`config.mk`:
```
export PLATFORM = sky130hd
export DESIGN_NAME = tpips_top
export DESIGN_NICKNAME = d
export VERILOG_FILES = /design/src/hw/tpips_pkg.sv /design/src/hw/tpips_top.sv /design/src/hw/tpips_phase_mon.sv
export SDC_FILE = /design/constraint.sdc
export NUM_CORES = 1
export LEC_CHECK = 0
export ABC_AREA = 0
export BUFFER_PORTS_ARGS = -buffer_cell sky130_fd_sc_hd__buf_4
export CORE_MARGIN = 2
export CORE_UTILIZATION = 25
export CTS_CLUSTER_SIZE = 20
export DETAILED_ROUTE_END_ITERATION = 8
export MAX_ROUTING_LAYER = met4
export PLACE_DENSITY = 0.41
export SYNTH_ARGS = -nofsm -noshare
export SYNTH_HDL_FRONTEND = slang
export SYNTH_SLANG_ARGS = --single-unit
```
`constraint.sdc`:
```
create_clock -name mclk -period 11.6 [get_ports mclk]
set_input_delay 0.58 -clock mclk [delete_from_list [all_inputs] [get_ports mclk]]
set_output_delay 0.58 -clock mclk [all_outputs]
set_load 0.01 [all_outputs]
```
`src/hw/tpips_pkg.sv`:
```
// Purpose: shared constants and types of the transmit input port block
// Assumes: three-level pins arrive as two-bit codes LOW, MID, HIGH
// Notes:   register offsets are byte addresses on a 32-bit data port
package tpips_pkg;

  // three-level select codes
  localparam logic [1:0] LVL_LOW  = 2'h0;
  localparam logic [1:0] LVL_MID  = 2'h1;
  localparam logic [1:0] LVL_HIGH = 2'h2;

  // register port
  localparam int         ADDR_W     = 8;
  localparam int         DATA_W     = 32;
  localparam logic [7:0] REG_STATUS = 8'h00;
  localparam logic [7:0] REG_MASK   = 8'h04;
  localparam logic [7:0] REG_CONFIG = 8'h08;
  localparam logic [7:0] REG_STATE  = 8'h0C;

  // status and mask bits
  localparam int EV_W      = 3;
  localparam int EV_PARITY = 0;
  localparam int EV_BIST   = 1;
  localparam int EV_PHASE  = 2;

  // config fields
  localparam int               CFG_W      = 12;
  localparam int               CFG_TXSEL  = 0;
  localparam int               CFG_RXSEL  = 2;
  localparam int               CFG_MODE0  = 4;
  localparam int               CFG_MODE1  = 6;
  localparam int               CFG_RATE   = 8;
  localparam int               CFG_PARITY_CHECK_CONTROL = 9;
  localparam int               CFG_BIST   = 11;
  localparam logic [CFG_W-1:0] CFG_RESET  = 12'h000;

  // state register fields
  localparam int ST_ERR   = 0;
  localparam int ST_FAULT = 1;
  localparam int ST_BIST  = 2;
  localparam int ST_CNT   = 4;
  localparam int ST_LEVEL = 13;

  // synchronised pin bundle
  localparam int PIN_W    = 12;
  localparam int PIN_SC   = 0;
  localparam int PIN_PAR  = 1;
  localparam int PIN_CTL  = 2;
  localparam int PIN_DATA = 4;

  // self-test and character constants
  localparam int         CNT_W       = 9;
  localparam int         PULSE_W     = 5;
  localparam int         BIST_LEN    = 511;
  localparam int         SYNC_LEN    = 16;
  localparam int         PULSE_LONG  = 17;
  localparam int         PULSE_SHORT = 1;
  localparam int         LFSR_TAP    = 4;
  localparam logic [8:0] LFSR_SEED   = 9'h1FF;
  localparam logic [7:0] C07_CODE    = 8'hE0;
  localparam int         PHASE_DEPTH = 4;
  localparam int         LEVEL_W     = 3;

  typedef enum logic [1:0] {
    KIND_DATA    = 2'h0,
    KIND_SPECIAL = 2'h1,
    KIND_FILL    = 2'h2,
    KIND_SYNC    = 2'h3
  } tpips_kind_type;

  typedef enum logic [1:0] {
    BIST_IDLE = 2'h0,
    BIST_RUN  = 2'h1,
    BIST_SYNC = 2'h3
  } tpips_bist_type;

endpackage

```
`src/hw/tpips_top.sv`:
```
// Purpose: transmit parallel input port with parity, self-test and error flag
// Assumes: pins and link clocks are asynchronous to mclk, sampled twice
// Notes:   character period is two reference edges (one when half rate)
//
// Our own choices: the register offsets and the strobed register port.
`timescale 1ns/1ps
module tpips_top #(
  parameter int             BIST_CHARS = tpips_pkg::BIST_LEN,
  parameter int             SYNC_CHARS = tpips_pkg::SYNC_LEN,
  parameter int             DEPTH      = tpips_pkg::PHASE_DEPTH,
  parameter logic [9:0]     VIOL_RAW   = 10'h3FF
) (
  // clock and reset
  input  wire logic                          mclk,
  input  wire logic                          resetn,
  // link clocks, sampled as pins
  input  wire logic                          reference_clock,
  input  wire logic                          tx_interface_clock,
  // host character inputs
  input  wire logic [7:0]                    tx_data,
  input  wire logic [1:0]                    tx_control_bits,
  input  wire logic                          tx_odd_parity_in,
  input  wire logic                          special_char_select,
  input  wire logic                          phase_align_reset_n,
  // error flag to host
  output logic                               tx_error_flag,
  // character to encoder or shifter
  output logic [9:0]                         char_out,
  output tpips_pkg::tpips_kind_type          char_kind,
  output logic                               char_raw,
  output logic                               char_valid,
  // register port
  input  wire logic [tpips_pkg::ADDR_W-1:0]  reg_addr,
  input  wire logic [tpips_pkg::DATA_W-1:0]  reg_wdata,
  input  wire logic                          reg_wr,
  input  wire logic                          reg_rd,
  output logic [tpips_pkg::DATA_W-1:0]       reg_rdata,
  // interrupt
  output logic                               irq
);
  import tpips_pkg::*;

  function automatic logic is_low(input logic [1:0] lvl);
    return lvl == LVL_LOW;
  endfunction

  typedef struct packed {
    logic                 ref_s1;
    logic                 ref_s2;
    logic                 ref_d;
    logic                 txc_s1;
    logic                 txc_s2;
    logic                 txc_d;
    logic [PIN_W-1:0]     pin_s1;
    logic [PIN_W-1:0]     pin_s2;
    logic                 prst_s1;
    logic                 prst_s2;
    logic                 prst_low_d;
    logic [7:0]           cap_data;
    logic [1:0]           cap_ctl;
    logic                 cap_par;
    logic                 cap_sc;
    logic [CFG_W-1:0]     cfg;
    logic [EV_W-1:0]      status;
    logic [EV_W-1:0]      mask;
    tpips_bist_type       bist_st;
    logic [CNT_W-1:0]     bist_cnt;
    logic [CNT_W-1:0]     lfsr;
    logic [PULSE_W-1:0]   pulse_cnt;
    logic                 fault_d;
    logic                 err_flag;
    logic                 irq;
    logic [DATA_W-1:0]    rdata;
    logic [9:0]           char_out;
    tpips_kind_type       char_kind;
    logic                 char_raw;
    logic                 char_valid;
  } tpips_state_type;

  tpips_state_type      r;
  tpips_state_type      n;
  logic [1:0]           rst_sync;
  logic                 rst_n;
  logic                 ref_rise;
  logic                 ref_fall;
  logic                 txc_rise;
  logic                 half;
  logic                 tick;
  logic                 cap_stb;
  logic                 enc_on;
  logic                 bist_on;
  logic                 perr_now;
  logic                 phase_active;
  logic                 recenter;
  logic                 sync_done;
  logic                 pass_done;
  logic                 rx_mid;
  logic                 modes_ll;
  logic                 need_sync;
  tpips_kind_type       kind_now;
  logic                 fault;
  logic [LEVEL_W-1:0]   level;
  logic [EV_W-1:0]      ev;
  logic [EV_W-1:0]      clr;

  // reset release
  always_ff @(posedge mclk or negedge resetn) begin
    if (!resetn) begin
      rst_sync <= 2'h0;
    end else begin
      rst_sync <= {rst_sync[0], 1'b1};
    end
  end
  assign rst_n = rst_sync[1];

  // edge finding and configuration
  assign ref_rise     = r.ref_s2 & ~r.ref_d;
  assign ref_fall     = ~r.ref_s2 & r.ref_d;
  assign txc_rise     = r.txc_s2 & ~r.txc_d;
  assign half         = r.cfg[CFG_RATE];
  assign tick         = ref_rise | (half & ref_fall);
  assign cap_stb      = is_low(r.cfg[CFG_TXSEL+:2]) ? tick : txc_rise;
  assign enc_on       = !is_low(r.cfg[CFG_MODE1+:2]);
  assign bist_on      = r.cfg[CFG_BIST];
  assign rx_mid       = r.cfg[CFG_RXSEL+:2] == LVL_MID;
  assign modes_ll     = is_low(r.cfg[CFG_MODE0+:2]) && is_low(r.cfg[CFG_MODE1+:2]);
  assign need_sync    = is_low(r.cfg[CFG_RXSEL+:2]) && !modes_ll;
  assign phase_active = !is_low(r.cfg[CFG_TXSEL+:2]) || half;
  assign recenter     = ref_rise && !r.prst_s2 && r.prst_low_d;

  // odd parity over data, plus control when bypassed
  assign perr_now = !bist_on && !is_low(r.cfg[CFG_PARITY_CHECK_CONTROL+:2]) &&
                    (enc_on ? ~^{r.cap_data, r.cap_par}
                            : ~^{r.cap_ctl, r.cap_data, r.cap_par});

  // character classification
  always_comb begin
    case (r.cap_ctl)
      2'h0:    kind_now = r.cap_sc ? KIND_SPECIAL : KIND_DATA;
      2'h1:    kind_now = KIND_SPECIAL;
      2'h2:    kind_now = KIND_FILL;
      2'h3:    kind_now = KIND_SYNC;
      default: kind_now = KIND_DATA;
    endcase
  end

  assign pass_done = tick && bist_on &&
                     ((r.bist_st == BIST_RUN && !need_sync &&
                       r.bist_cnt == CNT_W'(BIST_CHARS - 1)) ||
                      (r.bist_st == BIST_SYNC &&
                       r.bist_cnt == CNT_W'(SYNC_CHARS - 1)));
  assign sync_done = tick &&
                     ((bist_on && r.bist_st == BIST_SYNC &&
                       r.bist_cnt == CNT_W'(SYNC_CHARS - 1)) ||
                      (!bist_on && enc_on && kind_now == KIND_SYNC && !perr_now));

  tpips_phase_mon #(
    .DEPTH (DEPTH)
  ) u_phase (
    .mclk      (mclk),
    .rst_n     (rst_n),
    .active    (phase_active),
    .wr_tick   (cap_stb),
    .rd_tick   (tick),
    .recenter  (recenter),
    .sync_done (sync_done),
    .fault     (fault),
    .level     (level)
  );

  always_comb begin
    n = r;
    ev = '0;
    clr = '0;
    // pin sampling
    n.ref_s1 = reference_clock;
    n.ref_s2 = r.ref_s1;
    n.ref_d = r.ref_s2;
    n.txc_s1 = tx_interface_clock;
    n.txc_s2 = r.txc_s1;
    n.txc_d = r.txc_s2;
    n.pin_s1 = {tx_data, tx_control_bits, tx_odd_parity_in, special_char_select};
    n.pin_s2 = r.pin_s1;
    n.prst_s1 = phase_align_reset_n;
    n.prst_s2 = r.prst_s1;
    n.char_valid = 1'b0;
    n.fault_d = fault;
    if (ref_rise) begin
      n.prst_low_d = !r.prst_s2;
    end
    // input register
    if (cap_stb) begin
      n.cap_data = r.pin_s2[PIN_DATA+:8];
      n.cap_ctl = r.pin_s2[PIN_CTL+:2];
      n.cap_par = r.pin_s2[PIN_PAR];
      n.cap_sc = r.pin_s2[PIN_SC];
    end
    if (tick) begin
      n.char_valid = 1'b1;
      // self-test sequencer
      case (r.bist_st)
        BIST_IDLE: begin
          n.bist_cnt = '0;
          n.lfsr = LFSR_SEED;
          if (bist_on) begin
            n.bist_st = BIST_RUN;
          end
        end
        BIST_RUN: begin
          n.bist_cnt = r.bist_cnt + 1'b1;
          n.lfsr = {r.lfsr[CNT_W-2:0], r.lfsr[CNT_W-1] ^ r.lfsr[LFSR_TAP]};
          if (r.bist_cnt == CNT_W'(BIST_CHARS - 1)) begin
            n.bist_cnt = '0;
            if (need_sync) begin
              n.bist_st = BIST_SYNC;
            end
          end
        end
        BIST_SYNC: begin
          n.bist_cnt = r.bist_cnt + 1'b1;
          if (r.bist_cnt == CNT_W'(SYNC_CHARS - 1)) begin
            n.bist_cnt = '0;
            n.bist_st = BIST_RUN;
          end
        end
        default: begin
          n.bist_st = BIST_IDLE;
        end
      endcase
      if (!bist_on) begin
        n.bist_st = BIST_IDLE;
      end
      // completion pulse length
      if (pass_done) begin
        if (rx_mid || modes_ll) begin
          n.pulse_cnt = PULSE_W'(PULSE_SHORT);
        end else begin
          n.pulse_cnt = PULSE_W'(PULSE_LONG);
        end
      end else if (r.pulse_cnt != '0) begin
        n.pulse_cnt = r.pulse_cnt - 1'b1;
      end
      // character to encoder or shifter
      n.char_raw = !enc_on && !bist_on;
      if (bist_on) begin
        n.char_out = {2'h0, r.lfsr[7:0]};
        n.char_kind = (r.bist_st == BIST_SYNC) ? KIND_SYNC : KIND_DATA;
      end else if (perr_now) begin
        n.char_out = enc_on ? {2'h0, C07_CODE} : VIOL_RAW;
        n.char_kind = KIND_SPECIAL;
      end else if (enc_on) begin
        n.char_out = {2'h0, r.cap_data};
        n.char_kind = kind_now;
      end else begin
        n.char_out = {r.cap_ctl, r.cap_data};
        n.char_kind = KIND_DATA;
      end
      // error flag, one update per character edge
      n.err_flag = perr_now || (n.pulse_cnt != '0) || fault;
    end
    // events
    ev[EV_PARITY] = tick & perr_now;
    ev[EV_BIST] = pass_done;
    ev[EV_PHASE] = fault & ~r.fault_d;
    if (reg_wr && reg_addr == REG_STATUS) begin
      clr = reg_wdata[EV_W-1:0];
    end
    n.status = (r.status & ~clr) | ev;
    if (reg_wr && reg_addr == REG_MASK) begin
      n.mask = reg_wdata[EV_W-1:0];
    end
    if (reg_wr && reg_addr == REG_CONFIG) begin
      n.cfg = reg_wdata[CFG_W-1:0];
    end
    n.irq = |(n.status & n.mask);
    // read data, one cycle after the strobe
    n.rdata = '0;
    if (reg_rd) begin
      case (reg_addr)
        REG_STATUS: n.rdata[EV_W-1:0] = r.status;
        REG_MASK:   n.rdata[EV_W-1:0] = r.mask;
        REG_CONFIG: n.rdata[CFG_W-1:0] = r.cfg;
        REG_STATE: begin
          n.rdata[ST_ERR] = r.err_flag;
          n.rdata[ST_FAULT] = fault;
          n.rdata[ST_BIST+:2] = r.bist_st;
          n.rdata[ST_CNT+:CNT_W] = r.bist_cnt;
          n.rdata[ST_LEVEL+:LEVEL_W] = level;
        end
        default: n.rdata = '0;
      endcase
    end
  end

  always_ff @(posedge mclk or negedge rst_n) begin
    if (!rst_n) begin
      r <= '0;
    end else begin
      r <= n;
    end
  end

  assign tx_error_flag = r.err_flag;
  assign char_out = r.char_out;
  assign char_kind = r.char_kind;
  assign char_raw = r.char_raw;
  assign char_valid = r.char_valid;
  assign reg_rdata = r.rdata;
  assign irq = r.irq;
endmodule // tpips_top

```
`src/hw/tpips_phase_mon.sv`:
```
// Purpose: phase-align buffer occupancy tracker with sticky fault
// Assumes: write and read ticks are one-cycle pulses on mclk
// Notes:   fault clears on sync done, recenter or while inactive, a new fault wins
`timescale 1ns/1ps
module tpips_phase_mon #(
  parameter int DEPTH = tpips_pkg::PHASE_DEPTH
) (
  // clock and reset
  input  wire logic                           mclk,
  input  wire logic                           rst_n,
  // control
  input  wire logic                           active,
  input  wire logic                           wr_tick,
  input  wire logic                           rd_tick,
  input  wire logic                           recenter,
  input  wire logic                           sync_done,
  // state
  output logic                                fault,
  output logic [tpips_pkg::LEVEL_W-1:0]       level
);
  import tpips_pkg::*;

  localparam logic [LEVEL_W-1:0] CENTER = LEVEL_W'(DEPTH / 2);
  localparam logic [LEVEL_W-1:0] TOP    = LEVEL_W'(DEPTH - 1);

  typedef struct packed {
    logic [LEVEL_W-1:0] level;
    logic               fault;
  } tpips_pm_type;

  tpips_pm_type r;
  tpips_pm_type n;
  logic         ovf;
  logic         unf;
  logic         clr;

  always_comb begin
    n   = r;
    ovf = wr_tick & ~rd_tick & (r.level == TOP);
    unf = rd_tick & ~wr_tick & (r.level == '0);
    clr = sync_done | recenter | ~active;
    if (!active || recenter) begin
      n.level = CENTER;
    end else if (wr_tick && !rd_tick && !ovf) begin
      n.level = r.level + 1'b1;
    end else if (rd_tick && !wr_tick && !unf) begin
      n.level = r.level - 1'b1;
    end
    n.fault = (r.fault & ~clr) | (active & (ovf | unf));
  end

  always_ff @(posedge mclk or negedge rst_n) begin
    if (!rst_n) begin
      r <= '0;
    end else begin
      r <= n;
    end
  end

  assign fault = r.fault;
  assign level = r.level;
endmodule // tpips_phase_mon

```
==> impl_metrics.csv <==
group,metric,value,unit
final_layout,mostFrequentLayoutCell,"dfrtp_1",
timing,hold_slack,254,ps
yosys,synthXorXnorAreaFrac,3.55,%
floorplanning,core_area,22500,µm²
yosys,yosys.area.top_type,"dfrtp_1",
job,maxCapViolCount,0,
timing,hold_viol_final,0,
timing,finalSetupViolCount,0,
power,p_comb_share,18.4,%
timing,slew_violations,0,
critical_path,reg2reg_depth,6,
critical_path,max_stage_delay,1260,ps
global_route,grtUsageMet3,3.05,%
critical_path,required,11910,ps
power,finalPower,1.28,mW
global_route,grt_start_max_net_pins,81,
hold_path,hp-class,"input port to flip-flop",
power,cellPowerDensity,188,nW/µm²
critical_path,critPathLaunchType,"flip-flop",
place,portBuffers,70,
global_route,grt_use_met2,17.8,%
critical_path,cp.arrival,3860,ps
route,routed_via_density,4.46,
timing,tns,0,ps
outcome,status,"finished clean",
timing,slew_headroom,19.2,%
power,switching_share,30.9,%
final_layout,drive_gt1_share,25.0,%
yosys,synth_edf_count,0,
power,power_leakage,3.09,nW
place,place_hpwl,8.96,mm
global_route,track_usage,12.0,%
final_layout,mostFrequentLayoutCells,"126 x dfrtp_1, 72 x buf_4, 41 x nor2_1",
clock_tree,insertion_delay,430,ps
clock_tree,cts_buffers,17,
global_route,antenna_found_initial,0,
route,drt-wirelength-per-cell,15.0,µm
critical_path,crit_chain,"and3b_1, nor2_1, buf_4, clkinv_1, a21oi_1, mux2_2",
power,internal_power,0.888,mW
route,drc,0,
final_layout,antenna_cells,0,
clock_tree,cts.htree.levels,4,
timing,fmax,282,MHz
clock_tree,cts_sinks,127,
global_route,grt-ovfl-total,0,
yosys,synthTopCellsByArea,"dfrtp_1 56%, buf_4 5.8%, mux2_2 5.2%, nor2_1 2.7%, inv_1 2.0%",
clock_tree,clk_pin_slew,70,ps
final_layout,areaGrowthSynthToFinish,20.4,%
yosys,synthSimpleGateAreaFrac,12.6,%
floorplanning,ios,107,
floorplanning,row_count,55,
power,vdd_drop_max,78.8,µV
floorplanning,die_h,155,µm
yosys,ys_seq_elements,127,
yosys,yosysWarnings,0,
yosys,yosys.area_share.adder,1.01,%
yosys,ys.flop_type,"dfrtp_1",
timing,tightest_slew,1210,ps
floorplanning,die_w,155,µm
yosys,synth_top_family_by_area,"simple AND/OR/NAND/NOR gates",
yosys,muxShareOfSynthArea,6.04,%
yosys,async_flop_share,100,%
yosys,syn_area,5680,µm²
timing,final.min_clock_period,3550,ps
floorplanning,initial_core_util,25.2,%
power,seqPwrFrac,40.9,%
power,clockPowerShare,40.7,%
yosys,avgSynthCellArea,11.1,µm²
timing,rsz0062_at_grt,"false",
route,drtIter0Drc,346,
final_layout,postLayoutCoreUtil,30.4,%
power,switching_power,0.396,mW
place,gp_congestion,0.809,
critical_path,setup.worst_path.class,"flip-flop to flip-flop",
clock_tree,clockRootBuffer,"clkbuf_16",
clock_tree,cts_tree,"built",
critical_path,worstPathMaxFanout,35,
critical_path,critPathSlowestCell,"a21oi_1",
global_route,top_usage_layer,"met2",
yosys,synth-compound-area-share,11.6,%
clock_tree,cts_setup_buffers,0,
route,first_pass_iters,6,
route,ant_nets,0,
clock_tree,cts_max_path_buffers,2,
global_route,grtUsageMet1,15.6,%
yosys,synthCells,511,
yosys,synth_cell_types,57,
global_route,grt_pass1_vias,3968,
hold_path,hold_depth,1,
critical_path,cp-end-kind,"flip-flop",
timing,skew,8.94,ps
timing,finalCritPeriodShare,30.6,%
yosys,synth_top_area_share,56.0,%
final_layout,fillers,2293,
yosys,seq_area_frac_synth,56.0,%
floorplanning,dieArea,23900,µm²
route,finalWirelength,12.9,mm
global_route,grt_pass1_wl,21.4,mm
final_layout,nets,619,
route,vias,3812,
## final timing paths
check	from	end	slack [ps]
setup / recovery	half	r[102]	8050
max in group asynchronous	rst_sync[1]	r[64]	9780
hold / removal	tx_data[3]	n[114]	250
hold reg to reg	rst_sync[1]	n[109]	330
min in group asynchronous	rst_sync[1]	n[109]	330
setup reg to reg	half	r[102]	8050
## metal layers
layer  wire (µm)  vias to the layer above
met2        5800                      131
met5           0                        -
met3         694                       17
met1        6170                     1838
met4         189                        0
li1            -                     1826
## cell families (layout without fill, tap and decap cells)
group,count (synthesis),count (layout)
and+or+nand+nor,142,142
DFF,127,127
AOI/OAI and AO/OA,96,96
buffers and inverters,93,136
muxes,31,31
xor gates and xnor gates,16,16
adders and majority gates,4,4
other,2,17
## flip-flops by register name, indices dropped and copies added (netlist names)
register / cells
u_phase.fault: 1
n: 17
half: 1
reg_rdata: 16
char_kind: 2
r: 70
tx_error_flag: 1
irq: 1
u_phase.level: 3
char_raw: 1
char_valid: 1
bist_on: 1
char_out: 10
rst_sync: 2
## worst max-delay path, delay by kind of cell (launching register included)
family                 cells  cell delay [ps]
multiplexers               1              420
AND/OR/NAND/NOR            2              310
flip-flops                 1              430
AO/OA/AOI/OAI              1             1260
buffers and inverters      2             1000
## per-stage QoR
step | area, µm² | cells | setup WS [ps]
6_report | 6840 | 854 | 8050
5_1_grt | 6840 | 854 | 7740
4_1_cts | 6840 | 854 | 7970
3_5_place_dp | 6230 | 821 | 7950
3_3_place_gp | 6230 | 821 | 8030
2_1_floorplan | 5740 | 526 | 7800
## cell usage after synthesis (all sizes together), types with 3 or more instances
master	count
and3	5
o21ai	21
nor4	3
o22ai	4
o31ai	6
dfrtp	127
xnor3	3
and2	4
nand2	19
a31oi	15
clkbuf	15
buf	47
xnor2	11
or2	3
nor2	41
mux2i	5
mux2	26
a221oi	3
a31o	3
nor2b	12
ha	3
nand4	3
nor3	15
nand2b	8
a22oi	10
inv	30
nand3	17
a21oi	13
o31a	4
or4	4
## area by class of cell
type | count | area, µm² | area share (%)
clock buffers | 17 | 425 | 6.22
repair buffers | 73 | 551 | 8.05
clock inverters | 15 | 169 | 2.47
multi-input cells | 306 | 2040 | 29.8
inverters | 31 | 116 | 1.70
flip-flops and latches | 127 | 3180 | 46.5
well taps | 285 | 357 | 5.21
## power by group through the flow
stage,clock network (mW),registers [mW],logic (mW)
floorplan,0,0.521,0.183
global placement,0,0.533,0.231
detailed placement,0,0.534,0.235
CTS,0.539,0.526,0.238
global route,0.560,0.533,0.262
finish,0.522,0.526,0.236
## what timing repair did
action,CTS,global route
hold endpoints to repair,2,0
gates resized for setup,0,0
hold buffers,1,0
No activity file was read; power rests on OpenSTA's default activity.
